`src/verilog/pipc_regs.svh`:
```
// Constants of the inset picture position, sync and control register group.
// Assumes inclusion by the design file of this group.
`ifndef PIPC_REGS_SVH
`define PIPC_REGS_SVH

`define PIPC_SUB_HPOS_LOW      8'h02
`define PIPC_SUB_VPOS          8'h03
`define PIPC_SUB_LUMA_SW       8'h04
`define PIPC_SUB_STD_DEC       8'h05
`define PIPC_SUB_HSYNC_CLAMP   8'h06
`define PIPC_SUB_VSYNC_GAIN    8'h07
`define PIPC_SUB_PARENT_VSYNC  8'h08

`define PIPC_REG_RESET         8'h00

`define PIPC_ADDR_LOW          8'hD6
`define PIPC_ADDR_MID          8'hDC
`define PIPC_ADDR_HIGH         8'hDE

`define PIPC_LUMA_DEL_LSB      0
`define PIPC_SW_A_LSB          3
`define PIPC_SW_B_LSB          5
`define PIPC_INSET_STANDARD_SELECT_LSB          0
`define PIPC_PARENT_STANDARD_SELECT_LSB          2
`define PIPC_CHR_INV_BIT       4
`define PIPC_SYNC_SRC_BIT      5
`define PIPC_HDEC_BIT          6
`define PIPC_VDEC_BIT          7
`define PIPC_HSDEL_LSB         0
`define PIPC_CLK_SRC_BIT       4
`define PIPC_CLAMP_FIX_BIT     5
`define PIPC_CLAMP_CNT_BIT     6
`define PIPC_VSDEL_LSB         0
`define PIPC_VS_NR_BIT         5
`define PIPC_GAIN_BIT          7
`define PIPC_DR_SRC_BIT        7

`define PIPC_HSDEL_STEP_CLKS   7'h06
`define PIPC_VSDEL_STEP_NS_50  2370
`define PIPC_VSDEL_STEP_NS_100 1680
`define PIPC_DEC_RATIO_LOW     3'h3
`define PIPC_DEC_RATIO_HIGH    3'h4
`define PIPC_CLAMP_CYC_3       2'h3
`define PIPC_CLAMP_CYC_2       2'h2

`endif
```
`src/verilog/pipc_pkg.sv`:
```
// Types shared by the inset picture control register group.
// Assumes pipc_regs.svh holds all numeric constants.
`default_nettype none
package pipc_pkg;

  typedef enum logic [5:0] {
    ST_IDLE = 6'h01,
    ST_ADDR = 6'h02,
    ST_SUB  = 6'h04,
    ST_DATA = 6'h08,
    ST_ACK  = 6'h10,
    ST_SKIP = 6'h20
  } pipc_state_e;

  typedef enum logic [1:0] {
    STD_AUTO  = 2'h0,
    STD_625   = 2'h1,
    STD_525   = 2'h2,
    STD_FREEZE = 2'h3
  } pipc_std_e;

  typedef struct packed {
    logic [9:0] inset_horiz_position;
    logic [7:0] inset_vert_position;
    logic [2:0] luma_input_delay;
    logic       chroma_input_invert;
    logic       inset_sync_source;
    logic [2:0] horiz_decimation_ratio;
    logic [2:0] vert_decimation_ratio;
    logic [6:0] inset_hsync_delay_clks;
    logic       inset_clock_source;
    logic [6:0] clamp_delay_clks;
    logic [1:0] clamp_cycle_count;
    logic [4:0] inset_vsync_delay;
    logic       inset_vsync_noise_reduce;
    logic       decimation_gain_double;
    logic [4:0] parent_vsync_delay;
    logic       parent_vsync_noise_reduce;
    logic       double_rate_sync_source;
  } pipc_ctrl_s;

endpackage
`default_nettype wire

```
`src/verilog/pipc_ctrl.sv`:
```
// Write-only two-wire slave and control register group, subaddresses 02-08.
// Assumes scl and sda are already synchronous to clk and that the high bits
// of the horizontal position arrive from the neighbouring register group.
//
// Notes on behaviour
// - Horizontal position low byte, one pixel steps
// - Vertical position byte, one line steps
// - Three-bit luma delay, 000 least, 111 most
// - Switch fields drive three-level pins
// - Inset standard: auto, 625, 525, hold
// - Parent standard uses same four codes
// - Chroma invert bit negates both chroma inputs
// - Sync source: separate pins or sand-castle
// - Decimation bits select 3:1 or 4:1
// - Hsync delay steps of six clocks
// - Clock source bit sticks once set
// - Clamp fix decouples clamp from hsync delay
// - Clamp count bit: three or two cycles
// - Inset vsync delay in 2.37 us steps
// - Gain bit doubles decimation filter gain
// - Parent vsync delay, 2.37 or 1.68 us
// - Double-rate sync source needs sand-castle inset
// - Power-up clears every register byte
`timescale 1ns/10ps
`default_nettype none
`include "pipc_regs.svh"

module pipc_ctrl (
  input  wire logic               clk,
  input  wire logic               rstn,
  input  wire logic               scl_i,
  input  wire logic               sda_i,
  output logic                    sda_o,
  output logic                    sda_oe,
  input  wire logic [1:0]         addr_strap,
  input  wire logic [1:0]         inset_hpos_msb,
  input  wire logic               inset_detect_625,
  input  wire logic               parent_detect_625,
  output logic                    inset_is_625,
  output logic                    parent_is_625,
  output logic                    switch_out_a_o,
  output logic                    switch_out_a_oe,
  output logic                    switch_out_b_o,
  output logic                    switch_out_b_oe,
  output pipc_pkg::pipc_ctrl_s    ctrl
);

  // ---------------------------------------------------------------------
  // Two-wire bus condition detection
  // ---------------------------------------------------------------------
  logic                 scl_q;
  logic                 sda_q;
  pipc_pkg::pipc_state_e state_q;
  logic [3:0]           bitcnt_q;
  logic [7:0]           shift_q;
  logic [7:0]           sub_q;
  pipc_pkg::pipc_state_e after_ack_q;
  logic [7:0]           dev_addr;
  logic                 start_cond;
  logic                 stop_cond;
  logic                 scl_rise;
  logic                 scl_fall;
  logic                 byte_done;
  logic                 data_wr;

  assign start_cond = scl_i & scl_q & sda_q & ~sda_i;
  assign stop_cond  = scl_i & scl_q & ~sda_q & sda_i;
  assign scl_rise   = scl_i & ~scl_q;
  assign scl_fall   = ~scl_i & scl_q;
  assign byte_done  = scl_fall & (bitcnt_q == 4'h8);
  assign dev_addr   = (addr_strap == 2'h0) ? `PIPC_ADDR_LOW :
                      (addr_strap == 2'h1) ? `PIPC_ADDR_MID : `PIPC_ADDR_HIGH;
  assign data_wr    = byte_done & (state_q == pipc_pkg::ST_DATA);

  always_ff @(posedge clk or negedge rstn) begin
    if (!rstn) begin
      scl_q <= 1'b1;
      sda_q <= 1'b1;
    end else begin
      scl_q <= scl_i;
      sda_q <= sda_i;
    end
  end

  // ---------------------------------------------------------------------
  // Receiver: address, subaddress, then data bytes with auto-increment
  // ---------------------------------------------------------------------
  always_ff @(posedge clk or negedge rstn) begin
    if (!rstn) begin
      state_q     <= pipc_pkg::ST_IDLE;
      after_ack_q <= pipc_pkg::ST_SUB;
      bitcnt_q    <= 4'h0;
      shift_q     <= 8'h00;
      sub_q       <= 8'h00;
    end else if (stop_cond) begin
      state_q <= pipc_pkg::ST_IDLE;
    end else if (start_cond) begin
      state_q  <= pipc_pkg::ST_ADDR;
      bitcnt_q <= 4'h0;
    end else begin
      unique case (state_q)
        pipc_pkg::ST_IDLE, pipc_pkg::ST_SKIP: begin
        end
        pipc_pkg::ST_ADDR, pipc_pkg::ST_SUB, pipc_pkg::ST_DATA: begin
          if (scl_rise && bitcnt_q != 4'h8) begin
            shift_q  <= {shift_q[6:0], sda_i};
            bitcnt_q <= bitcnt_q + 4'h1;
          end else if (byte_done) begin
            bitcnt_q <= 4'h0;
            state_q  <= pipc_pkg::ST_ACK;
            if (state_q == pipc_pkg::ST_ADDR) begin
              // Only the write form of our address is answered.
              if (shift_q != dev_addr) begin
                state_q <= pipc_pkg::ST_SKIP;
              end
              after_ack_q <= pipc_pkg::ST_SUB;
            end else if (state_q == pipc_pkg::ST_SUB) begin
              sub_q       <= shift_q;
              after_ack_q <= pipc_pkg::ST_DATA;
            end else begin
              sub_q       <= sub_q + 8'h01;
              after_ack_q <= pipc_pkg::ST_DATA;
            end
          end
        end
        pipc_pkg::ST_ACK: begin
          if (scl_fall) begin
            state_q <= after_ack_q;
          end
        end
      endcase
    end
  end

  assign sda_o  = 1'b0;
  assign sda_oe = (state_q == pipc_pkg::ST_ACK);

  // ---------------------------------------------------------------------
  // Register bytes
  // ---------------------------------------------------------------------
  logic [7:0] hpos_low_q;
  logic [7:0] vpos_q;
  logic [7:0] luma_sw_q;
  logic [7:0] std_dec_q;
  logic [7:0] hsync_clamp_q;
  logic [7:0] vsync_gain_q;
  logic [7:0] parent_vsync_q;
  logic [7:0] hsync_clamp_d;

  // The clock source bit can be set but is cleared again only by reset.
  assign hsync_clamp_d = {shift_q[7:5],
                          shift_q[`PIPC_CLK_SRC_BIT] |
                            hsync_clamp_q[`PIPC_CLK_SRC_BIT],
                          shift_q[3:0]};

  always_ff @(posedge clk or negedge rstn) begin
    if (!rstn) begin
      hpos_low_q     <= `PIPC_REG_RESET;
      vpos_q         <= `PIPC_REG_RESET;
      luma_sw_q      <= `PIPC_REG_RESET;
      std_dec_q      <= `PIPC_REG_RESET;
      hsync_clamp_q  <= `PIPC_REG_RESET;
      vsync_gain_q   <= `PIPC_REG_RESET;
      parent_vsync_q <= `PIPC_REG_RESET;
    end else if (data_wr) begin
      unique case (sub_q)
        `PIPC_SUB_HPOS_LOW:     hpos_low_q     <= shift_q;
        `PIPC_SUB_VPOS:         vpos_q         <= shift_q;
        `PIPC_SUB_LUMA_SW:      luma_sw_q      <= shift_q;
        `PIPC_SUB_STD_DEC:      std_dec_q      <= shift_q;
        `PIPC_SUB_HSYNC_CLAMP:  hsync_clamp_q  <= hsync_clamp_d;
        `PIPC_SUB_VSYNC_GAIN:   vsync_gain_q   <= shift_q;
        `PIPC_SUB_PARENT_VSYNC: parent_vsync_q <= shift_q;
        default: begin
        end
      endcase
    end
  end

  // ---------------------------------------------------------------------
  // Line standard selection with hold of the last output value
  // ---------------------------------------------------------------------
  function automatic logic std_pick(input logic [1:0] mode,
                                    input logic       detect,
                                    input logic       held);
    unique case (mode)
      pipc_pkg::STD_AUTO:  std_pick = detect;
      pipc_pkg::STD_625:   std_pick = 1'b1;
      pipc_pkg::STD_525:   std_pick = 1'b0;
      default:             std_pick = held;
    endcase
  endfunction

  logic [1:0] inset_standard_select;
  logic [1:0] parent_standard_select;
  logic       inset_625_d;
  logic       parent_625_d;

  assign inset_standard_select         = std_dec_q[`PIPC_INSET_STANDARD_SELECT_LSB +: 2];
  assign parent_standard_select         = std_dec_q[`PIPC_PARENT_STANDARD_SELECT_LSB +: 2];
  assign inset_625_d  = std_pick(inset_standard_select, inset_detect_625, inset_is_625);
  assign parent_625_d = std_pick(parent_standard_select, parent_detect_625, parent_is_625);

  always_ff @(posedge clk or negedge rstn) begin
    if (!rstn) begin
      inset_is_625  <= 1'b1;
      parent_is_625 <= 1'b1;
    end else begin
      inset_is_625  <= inset_625_d;
      parent_is_625 <= parent_625_d;
    end
  end

  // ---------------------------------------------------------------------
  // Three-level switch pins: mid level is the pin left open
  // ---------------------------------------------------------------------
  logic [1:0] sw_a;
  logic [1:0] sw_b;

  assign sw_a            = luma_sw_q[`PIPC_SW_A_LSB +: 2];
  assign sw_b            = luma_sw_q[`PIPC_SW_B_LSB +: 2];
  assign switch_out_a_o  = sw_a[1];
  assign switch_out_a_oe = (sw_a != 2'h1);
  assign switch_out_b_o  = sw_b[1];
  assign switch_out_b_oe = (sw_b != 2'h1);

  // ---------------------------------------------------------------------
  // Decoded controls
  // ---------------------------------------------------------------------
  logic [6:0] hsdel_clks;

  assign hsdel_clks = 7'(hsync_clamp_q[`PIPC_HSDEL_LSB +: 4]) *
                      `PIPC_HSDEL_STEP_CLKS;

  always_comb begin
    ctrl = '0;
    ctrl.inset_horiz_position = {inset_hpos_msb, hpos_low_q};
    ctrl.inset_vert_position  = vpos_q;
    ctrl.luma_input_delay     = luma_sw_q[`PIPC_LUMA_DEL_LSB +: 3];
    ctrl.chroma_input_invert  = std_dec_q[`PIPC_CHR_INV_BIT];
    ctrl.inset_sync_source    = std_dec_q[`PIPC_SYNC_SRC_BIT];
    ctrl.horiz_decimation_ratio = std_dec_q[`PIPC_HDEC_BIT] ?
      `PIPC_DEC_RATIO_HIGH : `PIPC_DEC_RATIO_LOW;
    ctrl.vert_decimation_ratio  = std_dec_q[`PIPC_VDEC_BIT] ?
      `PIPC_DEC_RATIO_HIGH : `PIPC_DEC_RATIO_LOW;
    ctrl.inset_hsync_delay_clks = hsdel_clks;
    ctrl.inset_clock_source   = hsync_clamp_q[`PIPC_CLK_SRC_BIT];
    ctrl.clamp_delay_clks     = hsync_clamp_q[`PIPC_CLAMP_FIX_BIT] ?
      7'h00 : hsdel_clks;
    ctrl.clamp_cycle_count    = hsync_clamp_q[`PIPC_CLAMP_CNT_BIT] ?
      `PIPC_CLAMP_CYC_2 : `PIPC_CLAMP_CYC_3;
    ctrl.inset_vsync_delay    = vsync_gain_q[`PIPC_VSDEL_LSB +: 5];
    ctrl.inset_vsync_noise_reduce = vsync_gain_q[`PIPC_VS_NR_BIT];
    ctrl.decimation_gain_double   = vsync_gain_q[`PIPC_GAIN_BIT];
    ctrl.parent_vsync_delay = parent_vsync_q[`PIPC_VSDEL_LSB +: 5];
    ctrl.parent_vsync_noise_reduce = parent_vsync_q[`PIPC_VS_NR_BIT];
    // Shared pins are only taken while the inset uses the sand-castle pin.
    ctrl.double_rate_sync_source = parent_vsync_q[`PIPC_DR_SRC_BIT] &
                                   std_dec_q[`PIPC_SYNC_SRC_BIT];
  end
endmodule
`default_nettype wire

```
`config.mk`:
```
export PLATFORM = sky130hd
export DESIGN_NAME = pipc_ctrl
export DESIGN_NICKNAME = d
export VERILOG_FILES = /design/src/verilog/pipc_pkg.sv /design/src/verilog/pipc_ctrl.sv
export VERILOG_INCLUDE_DIRS = /design/src /design/src/verilog
export SDC_FILE = /design/constraint.sdc
export NUM_CORES = 1
export LEC_CHECK = 0
export ABC_AREA = 1
export ABC_CLOCK_PERIOD_IN_PS = 2800
export BUFFER_PORTS_ARGS = -buffer_cell sky130_fd_sc_hd__buf_2
export CORE_ASPECT_RATIO = 0.9
export CORE_MARGIN = 2
export CORE_UTILIZATION = 45
export DETAILED_ROUTE_END_ITERATION = 12
export MAX_ROUTING_LAYER = met4
export PLACE_DENSITY = 0.7
export SLEW_MARGIN = 15
export SYNTH_ARGS = -nofsm -noshare
export SYNTH_HDL_FRONTEND = slang
export SYNTH_SLANG_ARGS = --single-unit
```
`constraint.sdc`:
```
create_clock -name clk -period 2.8 [get_ports clk]
set_clock_uncertainty 0.05 [all_clocks]
set_input_delay 0 -clock clk [delete_from_list [all_inputs] [get_ports clk]]
set_output_delay 0 -clock clk [all_outputs]
set_load 0.01 [all_outputs]
```
# Word level (Yosys, flattened, before mapping)
# Index checks and enable logic that the tools add are counted.
# classes
add_sub_neg	2
multipliers	1
div_mod_pow	0
magnitude_cmp	0
n_eq_ne	24
shifts	0
n_mux	22
bitwise	19
n_reduce_logical	22
# ops
op	count
$mux W6	7
$eq A8 B3 Y1 const B	4
$mux W4	6
$eq A8 B2 Y1 const B	2
$reduce_and A2 Y1	7
$ne A4 B4 Y1 const B	3
$pmux W6 S2	1
$and A1 B1 Y1	10
$reduce_bool A3 Y1	3
$add A8 B1 Y8 const B	1
$eq A8 B4 Y1 const B	1
$mux W8	1
$ne A8 B8 Y1	1
$not A1 Y1	8
$reduce_and A4 Y1	2
$mux W7	1
$eq A2 B1 Y1 const B	3
$eq A6 B2 Y1 const B	1
$eq A6 B3 Y1 const B	1
$eq A6 B4 Y1 const B	1
$eq A6 B5 Y1 const B	1
$logic_not A2 Y1	3
$mul A4 B2 Y6 const B	1
$mux W3	2
16 further kinds	19
# totals
ff_bits	90
latchBits	0
mem_bits_rw	0
romBits	0
inputBits	10
wordCells	106
n_memories	0

# Logic depth before layout (Yosys ltp)
# depth
word_depth	11
mapped_depth	12

# Least setup slack after synthesis
# Ideal clock, no wire load.
# synth_path
path_type	flip-flop to flip-flop
startpoint	reg bitcnt_q[0]
endpoint	reg vpos_q[1]
setup_time_ns	0.133
t_arrival_ns	1.635
required_ns	2.617
setup_slack_ns	0.982
path_stages_with_launch	11
n_path_buf	1
cell_sequence	dfrtp_1 -> inv_1 -> ha_1 -> nand2_1 -> nor2_1 -> inv_1 -> nor3_4 -> nand3_1 -> buf_2 -> nand2_1 -> o21ai_0
# synth_via
elab_chain_cells	4
# synth_lines
element	line	text
from (decl)	pipc_ctrl.sv:54	logic [3:0] bitcnt_q;
from (signal assigned)	pipc_ctrl.sv:107	bitcnt_q <= bitcnt_q + 4'h1;
$eq A4 B4 Y1	pipc_ctrl.sv:70	assign byte_done = scl_fall & (bitcnt_q == 4'h8);
$and A1 B1 Y1	pipc_ctrl.sv:70	
$and A1 B1 Y1	pipc_ctrl.sv:73	assign data_wr = byte_done & (state_q == pipc_pkg::ST_DATA);
$reduce_and A2 Y1 (no line)	-	
to (signal assigned)	pipc_ctrl.sv:159	vpos_q <= `PIPC_REG_RESET;
to (signal assigned)	pipc_ctrl.sv:168	`PIPC_SUB_VPOS: vpos_q <= shift_q;
to (decl)	pipc_ctrl.sv:142	logic [7:0] vpos_q;
# No other way between the ends.
# A chain may end at the register's enable or synchronous reset.

# Worst setup path after layout
# layout_path
startpoint	reg bitcnt_q[0]
endpoint	reg std_dec_q[7]
# layout_via
elab_chain_cells	4
# layout_lines
element	line	text
$eq A4 B4 Y1	pipc_ctrl.sv:70	
$and A1 B1 Y1	pipc_ctrl.sv:70	
$and A1 B1 Y1	pipc_ctrl.sv:73	
$reduce_and A2 Y1 (no line)	-	
to (signal assigned)	pipc_ctrl.sv:161	std_dec_q <= `PIPC_REG_RESET;
to (signal assigned)	pipc_ctrl.sv:170	`PIPC_SUB_STD_DEC: std_dec_q <= shift_q;
to (decl)	pipc_ctrl.sv:144	logic [7:0] std_dec_q;
# No other way between the ends.

==> results.json <==
{
  "worstMarginPinSlew_ns": 1.02,
  "first_iter_violations": 160,
  "synth.distinct_cells": 25,
  "r2r_start": "bitcnt_q[0]",
  "synth_enable_flop_cells": 0,
  "cp.arrival_ns": 2.36,
  "finalPower_mw": 2.54,
  "cts_buffers": 9,
  "synthTopCellsByArea": "dfrtp_1 (48%), nand2_1 (10%), o21ai_0 (9.2%)",
  "synth_ff_type": "dfrtp_1",
  "power_density_nw_per_um2": 551,
  "startpoint_type": "register",
  "fin_hold_ws_ns": 0.111,
  "final_max_slew_viol_count": 0,
  "htree_num_levels": 3,
  "whs_path_depth": 6,
  "r2r-end": "std_dec_q[7]",
  "grt_setup_unrepaired": "no",
  "place_area_um2": 4340,
  "slew_headroom_pct": 32.0,
  "yosys.cell_count.top_type": "nand2_1",
  "place_congestion": 0.821,
  "wl_per_cell_um": 12.9,
  "cp_top_family": "simple AND/OR/NAND/NOR gates",
  "dieArea_um2": 9830,
  "utilization_pct": 53.2,
  "setup_violations": 0,
  "ys_warn_count": 0,
  "path_cells": "inv_1 > ha_1 > nand2_1 > nor2_1 > inv_1 > nor3_4 > nand3_1 > nand2_1 > o21ai_0",
  "clock_latency_ns": 0.36,
  "cpPeakStageDelay_ns": 0.45,
  "clock_sinks": 84,
  "finalInstanceArea_um2": 4620,
  "viasPerCell": 4.95,
  "crit_cells": 9,
  "yosys_register_bits": 84,
  "required_ns": 2.97,
  "core-area_um2": 8690,
  "synth.cell_area_um2": 4070,
  "async_reset_ff_share_pct": 100,
  "worstPathMaxFanout": 16,
  "yosysTopAreaCell": "dfrtp_1",
  "hold_class": "in2reg",
  "dp_hpwl_um": 5770,
  "grt_max_degree": 85,
  "leakage_nw": 2.42,
  "postCtsSetupBuffers": 0,
  "gr-total-overflow": 0,
  "tns_ns": 0,
  "cts_hold_buffers": 7,
  "placementRows": 32,
  "outcome": "completed",
  "cts_max_path_buffers": 2,
  "grt_pass1_vias": 3008,
  "dieWidth_um": 104,
  "vdd_drop_max_uv": 391,
  "synthCells": 478,
  "hold_viol": 0,
  "max_freq_ghz": 0.456,
  "critPathSlowestCell": "nand3_1",
  "crit_buf_inv": 2,
  "io_pins": 78,
  "antenna_found_initial": 0,
  "grtUsageTotal_pct": 18.9,
  "min-delay-start": "addr_strap[1]",
  "crit_path_end_kind": "register",
  "ys_seq_area_share_pct": 51.8,
  "cts_tree": "built",
  "die_h_um": 94.3,
  "via_count": 3245,
  "insertedDiodeCount": 0,
  "wl_um": 8470,
  "syn_area_per_cell_um2": 8.52,
  "critPathKind": "reg2reg",
  "fin_crit_sh_pct": 78.3,
  "antenna_left": 0,
  "cts_root_buf": "clkbuf_8",
  "cts-resized-gates": 0,
  "maxCapViolCount": 0,
  "clk_pin_slew_worst_paths_ns": 0.08,
  "layout.nets": 557,
  "start_util_pct": 46.9,
  "syn_to_final_growth_pct": 13.4,
  "grt_pass1_wl_um": 14400,
  "whs_endpoint": "state_q[4]",
  "period_minus_slack_ns": 2.19,
  "drive_above_1_share_pct": 17.7,
  "portBuffers": 69,
  "synthTopCellsByCount": "nand2_1 (108), dfrtp_1 (78), o21ai_0 (75)",
  "rrSetupSlack_ns": 0.61,
  "synth_top_cell_area_share_pct": 47.9,
  "reg2regPathDepth": 9,
  "drc_errors": 0,
  "first_pass_iters": 4
}
[sequential cells by signal, summed over array words and instances, names as in the netlist, 2 cells and up]
register        cells
after_ack_q         2
bitcnt_q            4
hpos_low_q          8
hsync_clamp_q       7
luma_sw_q           7
parent_vsync_q      7
shift_q             8
state_q             6
std_dec_q           8
sub_q               8
vpos_q              8
vsync_gain_q        7
[worst max-delay path by stage]
stage | from | endpoint | slack (ns)
after floorplan | bitcnt_q[0] | vpos_q[1] | 0.98
after global routing | bitcnt_q[0] | vpos_q[6] | 0.30
after detailed placement | bitcnt_q[0] | std_dec_q[7] | 0.63
after CTS | bitcnt_q[0] | std_dec_q[3] | 0.60
final | bitcnt_q[0] | std_dec_q[7] | 0.61
after global placement | bitcnt_q[0] | std_dec_q[0] | 0.71
[placed cells by master (no fill, tap or decap), types with 2 or more instances in the layout]
| master | count |
|---|---|
| inv_6 | 2 |
| nand2_1 | 108 |
| conb_1 | 4 |
| o21ai_0 | 75 |
| buf_2 | 68 |
| dlygate4sd3_1 | 7 |
| inv_1 | 57 |
| dfrtp_1 | 78 |
| ha_1 | 15 |
| nand3_1 | 31 |
| nand4_1 | 10 |
| clkbuf_8 | 10 |
| clkinvlp_4 | 2 |
| o21bai_1 | 2 |
| dfstp_2 | 6 |
| xor2_1 | 3 |
| nor3_1 | 5 |
| nor2_1 | 30 |
| a21oi_1 | 13 |
[cell type report]
type / instances / area, um^2
Multi-Input combinational cell: 303 / 1520
Tap cell: 119 / 149
Sequential cell: 84 / 2110
Clock buffer: 10 / 138
Timing Repair Buffer: 76 / 418
Clock inverter: 6 / 71.3
Fill cell: 805 / 4070
Inverter: 57 / 214
[stage by stage]
step	worst slack (ns)	instances
final	0.607	655
after global routing	0.303	655
after CTS	0.600	655
after detailed placement	0.625	632
after global placement	0.708	632
after floorplan	0.982	480
[per-layer routing]
layer  global-route usage [%]  wire length [um]
met1                     24.8              4020
met2                     29.2              3860
met3                     4.72               462
met4                     6.08               133
met5                        -                 0
[power breakdown]
group / switching [mW] / total (mW) / internal, mW
Clock: 0.451 / 0.895 / 0.444
Combinational: 0.239 / 0.320 / 0.0809
Sequential: 0.0494 / 1.33 / 1.28
Total: 0.740 / 2.54 / 1.80
[kinds of logic after synthesis]
logic type | count (synthesis) | share of synthesized area (%)
AOI/OAI and AO/OA | 91 | 11.4
other | 2 | 0.184
xor gates and xnor gates | 4 | 0.860
DFF | 84 | 51.8
buffers and inverters | 93 | 11.1
and+or+nand+nor | 188 | 19.6
adders and majority gates | 16 | 5.10
[worst min-delay path, cell delays in order]
cell	delay, ns
buf_2	0.10
o21ai_0	0.07
nand4_1	0.11
a21oi_1	0.07
nand2_1	0.07
nand2_1	0.05
No activity file was read; power rests on OpenSTA's default activity.
